==> config.mk <==
export PLATFORM = sky130hd
export DESIGN_NAME = pil_preset_input_latch
export DESIGN_NICKNAME = d
export VERILOG_FILES = /design/src/hdl/pil_pkg.sv /design/src/hdl/pil_preset_input_latch.sv
export VERILOG_INCLUDE_DIRS = /design/src /design/src/hdl
export SDC_FILE = /design/constraint.sdc
export NUM_CORES = 1
export LEC_CHECK = 0
export ABC_AREA = 1
export BUFFER_PORTS_ARGS = -buffer_cell sky130_fd_sc_hd__buf_4
export CAP_MARGIN = 5
export CORE_AREA = 2 2 39 41
export CTS_BUF_LIST = sky130_fd_sc_hd__clkbuf_16
export CTS_CLUSTER_DIAMETER = 50
export DETAILED_ROUTE_END_ITERATION = 10
export DIE_AREA = 0 0 41 43
export SETUP_SLACK_MARGIN = 0.02
export SLEW_MARGIN = 15
export SYNTH_ARGS = -nofsm -noshare
export SYNTH_HDL_FRONTEND = slang
export SYNTH_SLANG_ARGS = --single-unit
==> constraint.sdc <==
create_clock -name clk -period 0.8 [get_ports clk]
set_input_delay 0.04 -clock clk [delete_from_list [all_inputs] [get_ports clk]]
set_output_delay 0.04 -clock clk [all_outputs]
set_load 0.05 [all_outputs]
==> src/hdl/pil_consts.svh <==
// Function
// True-gate latch follows data while allowed and gate high; holds when gate low.
// True-gate latch keeps the value present at gate fall until next transparency.
// Low-gate latch follows data while allowed and gate low; captures at rise.
// All outputs forced high at power-on regardless of gate, allow or data.
// Global preset/clear forces outputs high asynchronously while it is active.
// Global preset/clear active high by default; polarity may be inverted.
// Edge outputs pair: true-gate with falling flop, low-gate with rising flop.
// While latch allow is low every latch output holds its value.
`ifndef PIL_CONSTS_SVH
`define PIL_CONSTS_SVH

// ----------------------------------------
// Preset values
// ----------------------------------------
`define PIL_PRESET_VAL 1'b1
`define PIL_GATE_HIST_RST 1'b0

`endif

==> src/hdl/pil_pkg.sv <==
package pil_pkg;

  // ----------------------------------------
  // Output bundle
  // ----------------------------------------
  typedef struct packed {
    logic latch_q;
    logic latch_low_q;
    logic rise_q;
    logic fall_q;
  } pil_q_t;

endpackage

==> src/hdl/pil_preset_input_latch.sv <==
`timescale 1ns/1ps
`include "pil_consts.svh"

module pil_preset_input_latch (
  // Clock, reset, enable
  input wire logic clk,
  input wire logic rst_n,
  input wire logic ce,
  // Preset control
  input wire logic global_preset_clear,
  input wire logic preset_invert,
  // Pad side
  input wire logic latch_allow,
  input wire logic gate_in,
  input wire logic data_in,
  // Stored outputs
  output pil_pkg::pil_q_t q
);
  import pil_pkg::*;

  // ----------------------------------------
  // Preset decode
  // ----------------------------------------
  // Async set path: keep the preset source glitch free at the board level
  logic preset_act;
  assign preset_act = global_preset_clear ^ preset_invert;

  pil_q_t q_r;
  logic gate_prev_r;
  logic rise_ev;
  logic fall_ev;

  assign rise_ev = latch_allow && !gate_prev_r && gate_in;
  assign fall_ev = latch_allow && gate_prev_r && !gate_in;
  assign q = q_r;

  // ----------------------------------------
  // Gate history
  // ----------------------------------------
  always_ff @(posedge clk) begin
    if (!rst_n) begin
      gate_prev_r <= `PIL_GATE_HIST_RST;
    end else if (ce) begin
      gate_prev_r <= gate_in;
    end
  end

  // ----------------------------------------
  // Latches and paired edge flops
  // ----------------------------------------
  // Gate is sampled, not registered, so transparency starts at the first clock edge that sees it high
  always_ff @(posedge clk or posedge preset_act) begin
    if (preset_act) begin
      q_r <= {4{`PIL_PRESET_VAL}};
    end else if (!rst_n) begin
      q_r <= {4{`PIL_PRESET_VAL}};
    end else if (ce && latch_allow) begin
      if (gate_in) begin
        q_r.latch_q <= data_in;
      end
      if (!gate_in) begin
        q_r.latch_low_q <= data_in;
      end
      if (fall_ev) begin
        q_r.fall_q <= q_r.latch_q;
      end
      if (rise_ev) begin
        q_r.rise_q <= q_r.latch_low_q;
      end
    end
  end

  // ----------------------------------------
  // Checks
  // ----------------------------------------
  property p_follow;
    @(posedge clk) disable iff (!rst_n || preset_act)
    (ce && latch_allow && gate_in) |=> (q.latch_q == $past(data_in));
  endproperty
  a_follow: assert property (p_follow) else $error("latch did not follow data");

  property p_hold;
    @(posedge clk) disable iff (!rst_n || preset_act)
    (ce && !gate_in) |=> $stable(q.latch_q);
  endproperty
  a_hold: assert property (p_hold) else $error("latch changed with gate low");

  property p_fall_capture;
    @(posedge clk) disable iff (!rst_n || preset_act)
    (ce && latch_allow && gate_in) ##1 (ce && latch_allow && !gate_in)
      |=> (q.latch_q == $past(data_in, 2));
  endproperty
  a_fall_capture: assert property (p_fall_capture) else $error("fall capture lost");

  // ----------------------------------------
  // Checks: low gate
  // ----------------------------------------
  property p_low_follow;
    @(posedge clk) disable iff (!rst_n || preset_act)
    (ce && latch_allow && !gate_in) |=> (q.latch_low_q == $past(data_in));
  endproperty
  a_low_follow: assert property (p_low_follow) else $error("low gate latch wrong");

  property p_low_hold;
    @(posedge clk) disable iff (!rst_n || preset_act)
    (ce && gate_in) |=> $stable(q.latch_low_q);
  endproperty
  a_low_hold: assert property (p_low_hold) else $error("low gate latch moved");

  property p_rise_capture;
    @(posedge clk) disable iff (!rst_n || preset_act)
    (ce && latch_allow && !gate_in) ##1 (ce && latch_allow && gate_in)
      |=> (q.latch_low_q == $past(data_in, 2));
  endproperty
  a_rise_capture: assert property (p_rise_capture) else $error("rise capture lost");

  property p_rise_quiet;
    @(posedge clk) disable iff (!rst_n || preset_act)
    (!(ce && rise_ev)) |=> $stable(q.rise_q);
  endproperty
  a_rise_quiet: assert property (p_rise_quiet) else $error("rising flop moved");

  // ----------------------------------------
  // Checks: preset, reset and edge pairing
  // ----------------------------------------

  property p_power_on;
    @(posedge clk) (!rst_n) |=> (q == {4{`PIL_PRESET_VAL}});
  endproperty
  a_power_on: assert property (p_power_on) else $error("reset did not preset");

  // Reset must win over a low enable
  property p_rst_over_ce;
    @(posedge clk) (!rst_n && !ce) |=> (q == {4{`PIL_PRESET_VAL}});
  endproperty
  a_rst_over_ce: assert property (p_rst_over_ce) else $error("reset lost to enable");

  property p_hist_reset;
    @(posedge clk) (!rst_n) |=> (gate_prev_r == `PIL_GATE_HIST_RST);
  endproperty
  a_hist_reset: assert property (p_hist_reset) else $error("gate history not reset");

  property p_preset;
    @(posedge clk) (global_preset_clear && !preset_invert) |-> (q == {4{`PIL_PRESET_VAL}});
  endproperty
  a_preset: assert property (p_preset) else $error("preset not forced high");

  property p_preset_inv;
    @(posedge clk) (!global_preset_clear && preset_invert) |-> (q == {4{`PIL_PRESET_VAL}});
  endproperty
  a_preset_inv: assert property (p_preset_inv) else $error("inverted preset failed");

  property p_pair;
    @(posedge clk) disable iff (!rst_n || preset_act)
    (ce && fall_ev) |=> (q.fall_q == q.latch_q) ##0 (q.fall_q == $past(q.latch_q));
  endproperty
  a_pair: assert property (p_pair) else $error("falling flop not paired");

  property p_rise_pair;
    @(posedge clk) disable iff (!rst_n || preset_act)
    (ce && rise_ev) |=> (q.rise_q == q.latch_low_q) ##0 (q.rise_q == $past(q.latch_low_q));
  endproperty
  a_rise_pair: assert property (p_rise_pair) else $error("rising flop not paired");

  property p_fall_quiet;
    @(posedge clk) disable iff (!rst_n || preset_act)
    (!(ce && fall_ev)) |=> $stable(q.fall_q);
  endproperty
  a_fall_quiet: assert property (p_fall_quiet) else $error("falling flop moved");

  property p_edge_excl;
    @(posedge clk) disable iff (!rst_n)
    !(rise_ev && fall_ev);
  endproperty
  a_edge_excl: assert property (p_edge_excl) else $error("both gate edges at once");

  // ----------------------------------------
  // Checks: freeze
  // ----------------------------------------

  property p_freeze;
    @(posedge clk) disable iff (!rst_n || preset_act)
    (!latch_allow || !ce) |=> $stable(q);
  endproperty
  a_freeze: assert property (p_freeze) else $error("outputs moved while frozen");

  // Edge detection would drop an edge made while enable is low if history ran with enable low
  property p_hist_freeze;
    @(posedge clk) disable iff (!rst_n)
    (!ce) |=> $stable(gate_prev_r);
  endproperty
  a_hist_freeze: assert property (p_hist_freeze) else $error("gate history moved");

  property p_allow_hist;
    @(posedge clk) disable iff (!rst_n)
    (ce && !latch_allow) |=> (gate_prev_r == $past(gate_in));
  endproperty
  a_allow_hist: assert property (p_allow_hist) else $error("gate history stalled");

  // ----------------------------------------
  // Coverage
  // ----------------------------------------

  c_fall: cover property (@(posedge clk) disable iff (!rst_n) ce && fall_ev);
  c_rise: cover property (@(posedge clk) disable iff (!rst_n) ce && rise_ev);
  c_preset: cover property (@(posedge clk) preset_act ##1 !preset_act);
  c_zero: cover property (@(posedge clk) disable iff (!rst_n) q.latch_q == 1'b0);
  c_ce_low: cover property (@(posedge clk) disable iff (!rst_n) !ce && latch_allow);

endmodule

==> results by group <==
Run status
  – Status: complete, but fails checks
  – Failing checks: negative setup slack

Drt
  – Antenna-violating nets left: 0
  – Wire length on met3: between 60 and 70 um
  – Total number of vias: between 200 and 300
  – Iter 0 DRT Violations: 7
  – DRT Pass-1 Iters: 4
  – Metal-1 WL: ~250 um
  – Total Wirelength: between 600 and 700 um
  – Max layer used: met3
  – Post-route DRC: 0
  – Met2 Wirelength: about 310 um
  – Avg WL per Cell: ~9.5 um
  – Vias per cell: a little over 4

Clock tree
  – CTS sink count: 5
  – CTS clock-pin slew for the worst setup and hold paths: roughly 0.030 ns
  – Clock Path Buffers: 2
  – Num CTS Buffers: 3
  – Clock Tree Root: clkbuf_16
  – CTS tree: yes
  – Htree depth: 1
  – Worst-Skew Late Latency: roughly 0.23 ns

Worst setup path
  – Top delay family on crit path: flip-flops
  – Slowest library cell on the worst path: dfstp_2
  – Crit path arrival time: 0.91 ns
  – Slowest stage delay, CP: between 0.5 and 0.6 ns
  – Crit Path Category: reg -> out
  – Critical Path End Type: output port
  – Crit path required time: 0.76 ns
  – Critical Path, Cell by Cell: buf_8
  – Startpoint Class: flop
  – Critical path buffers and inverters: 1
  – Crit path max fanout: 2

Global routing
  – Vias in the first global route: about 230
  – Tot GR Track Use: under 10%
  – First-pass GRT wire length: about 930 um
  – Largest net degree at the start of global routing: 6
  – Initial antenna violation count: 0
  – Grt total ovfl: 0

Layout
  – Finished Core Util: approximately 38%
  – Cell area after layout: between 500 and 600 um2
  – Layout cells sized above 1: 54.0%
  – Area Overhead vs Synth: 108%
  – Ant. Diodes: 0
  – Nets: 59

Logic synthesis
  – Syn nets: 39
  – Synthesized flop and latch total: 5
  – Cells after synthesis: 31
  – Syn avg cell area: slightly above 8 um2
  – Synth warn: 0
  – Seq/Total Area, Yosys: between 40% and 50%
  – Number of distinct library cells after synthesis: 13
  – Synth Cell Area: 251 um2

Timing
  – Fin crit share: 119%
  – Post-route setup slack: -0.154 ns
  – Headroom to the max-slew limit: ~81%
  – Crit path time final: about 0.95 ns
  – Slew Viols, Final: 0
  – TNS Setup: -0.679 ns
  – Worst slew pin tran: roughly 0.28 ns
  – Unrepaired setup endpoints after global routing: yes
  – Final Hold Fails: 0
  – Skew final: 0.00136 ns
  – Max Freq: 1.05 GHz
  – Final setup fails: 8

Placement
  – DPL Wire Length: 468 um
  – PortBufs: 11
  – Final Wtd Congestion: ~0.82
  – Post-DP Area: about 360 um2

Die
  – Rows: 14
  – Die height: 43 um
  – Die Width: slightly above 40 um
  – IO Pins: 12
  – Starting Density: around 18%
  – Die ar.: 0.00176 mm2
  – Core ar.: 0.00138 mm2

Min path
  – Hold WC Path Type: in -> reg

Pwr
  – Power Density: around 2500 mW/mm2
  – P_leak: about 0.00024 uW
  – Total Power: around 1300 uW
  – VDD IR-drop max: ~1.7 mV

Job
  – Max Cap Viol: 0
## final cells by class
class	instances	area [um2]
Fill cell	151	860
Inverter	4	15.0
Clock inverter	1	3.75
Multi-Input combinational cell	22	133
Clock buffer	3	75.1
Tap cell	16	20.0
Timing Repair Buffer	15	151
Sequential cell	5	126
## worst reg2reg max path, stage by stage, from the launching register on
cell and delay [ns]:
dfstp_2 0.53, or2_1 0.11, nand3_1 0.07, nand2_1 0.07
## flip-flops by register name, summed over array words and instances, names as in the netlist
signal       count
gate_prev_r      1
q                4
## cell usage after synthesis, drive strengths merged
library cell | instances | area, um2
a211oi | 1 | 7.51
dfstp | 4 | 105
dfxtp | 1 | 20.0
inv | 4 | 15.0
nand2 | 6 | 22.5
nand3 | 5 | 25.0
nand4 | 1 | 6.26
nor2 | 3 | 11.3
o21ai | 4 | 23.8
or2 | 1 | 6.26
xnor2 | 1 | 8.76
## stage by stage
stage	std cells	hold WS [ns]	setup WS [ns]
after floorplan	31	0.0791	-0.187
after global placement	58	0.222	0.0201
after detailed placement	58	0.224	-0.0109
after CTS	65	-0.0109	-0.152
after global routing	66	0.00428	-0.170
final	66	0.000113	-0.154
## routing by layer
layer  vias to the layer above  GRT usage (%)
met5                         -              0
met4                         0           2.00
met3                         0           9.42
met2                        10           11.6
met1                       120           9.48
li1                        141              -
## final timing paths
path                         to  slack, ns  depth (start not counted)                start
max                        q[3]      -0.15                          1                 q[3]
max reg2reg                q[1]      -0.04                          3                 q[2]
min reg2reg                q[0]       0.46                          2          gate_prev_r
max in group asynchronous  q[1]       0.15                          3        preset_invert
min in group asynchronous  q[0]       0.46                          3  global_preset_clear
min                        q[0]     0.0001                          2                rst_n
## cells by family (layout without fill, tap and decap cells)
group | Yosys count | in the layout | share of synthesized area, %
AOI/OAI and AO/OA | 5 | 5 | 12.4
xor gates and xnor gates | 1 | 1 | 3.48
buffers and inverters | 4 | 23 | 5.97
DFF | 5 | 5 | 49.8
and+or+nand+nor | 16 | 16 | 28.4
## cell usage in the layout (no fill, tap or decap), types with 2 or more instances in the layout
| master | instances |
|---|---|
| nand3_2 | 2 |
| o21ai_2 | 2 |
| nand3_1 | 3 |
| clkbuf_16 | 3 |
| buf_8 | 4 |
| o21ai_1 | 2 |
| buf_4 | 8 |
| dlygate4sd3_1 | 2 |
| nand2_1 | 6 |
| dfstp_2 | 4 |
| nor2_1 | 3 |
| inv_1 | 4 |
## where the power goes
part	internal, uW	total (uW)	switching [uW]
registers	286	304	18.0
logic	110	228	118
clock network	647	803	157
total	1040	1340	292
## timing repair
item | 4_1_cts | 5_1_grt
hold buffers | 1 | 1
setup buffers | 2 | 0
pin swaps | 0 | 1
gates resized for setup | 9 | 5
endpoints found under the hold margin | 4 | 4
endpoints found under the setup margin | 6 | 13
Power figures use the tool's default switching activity.
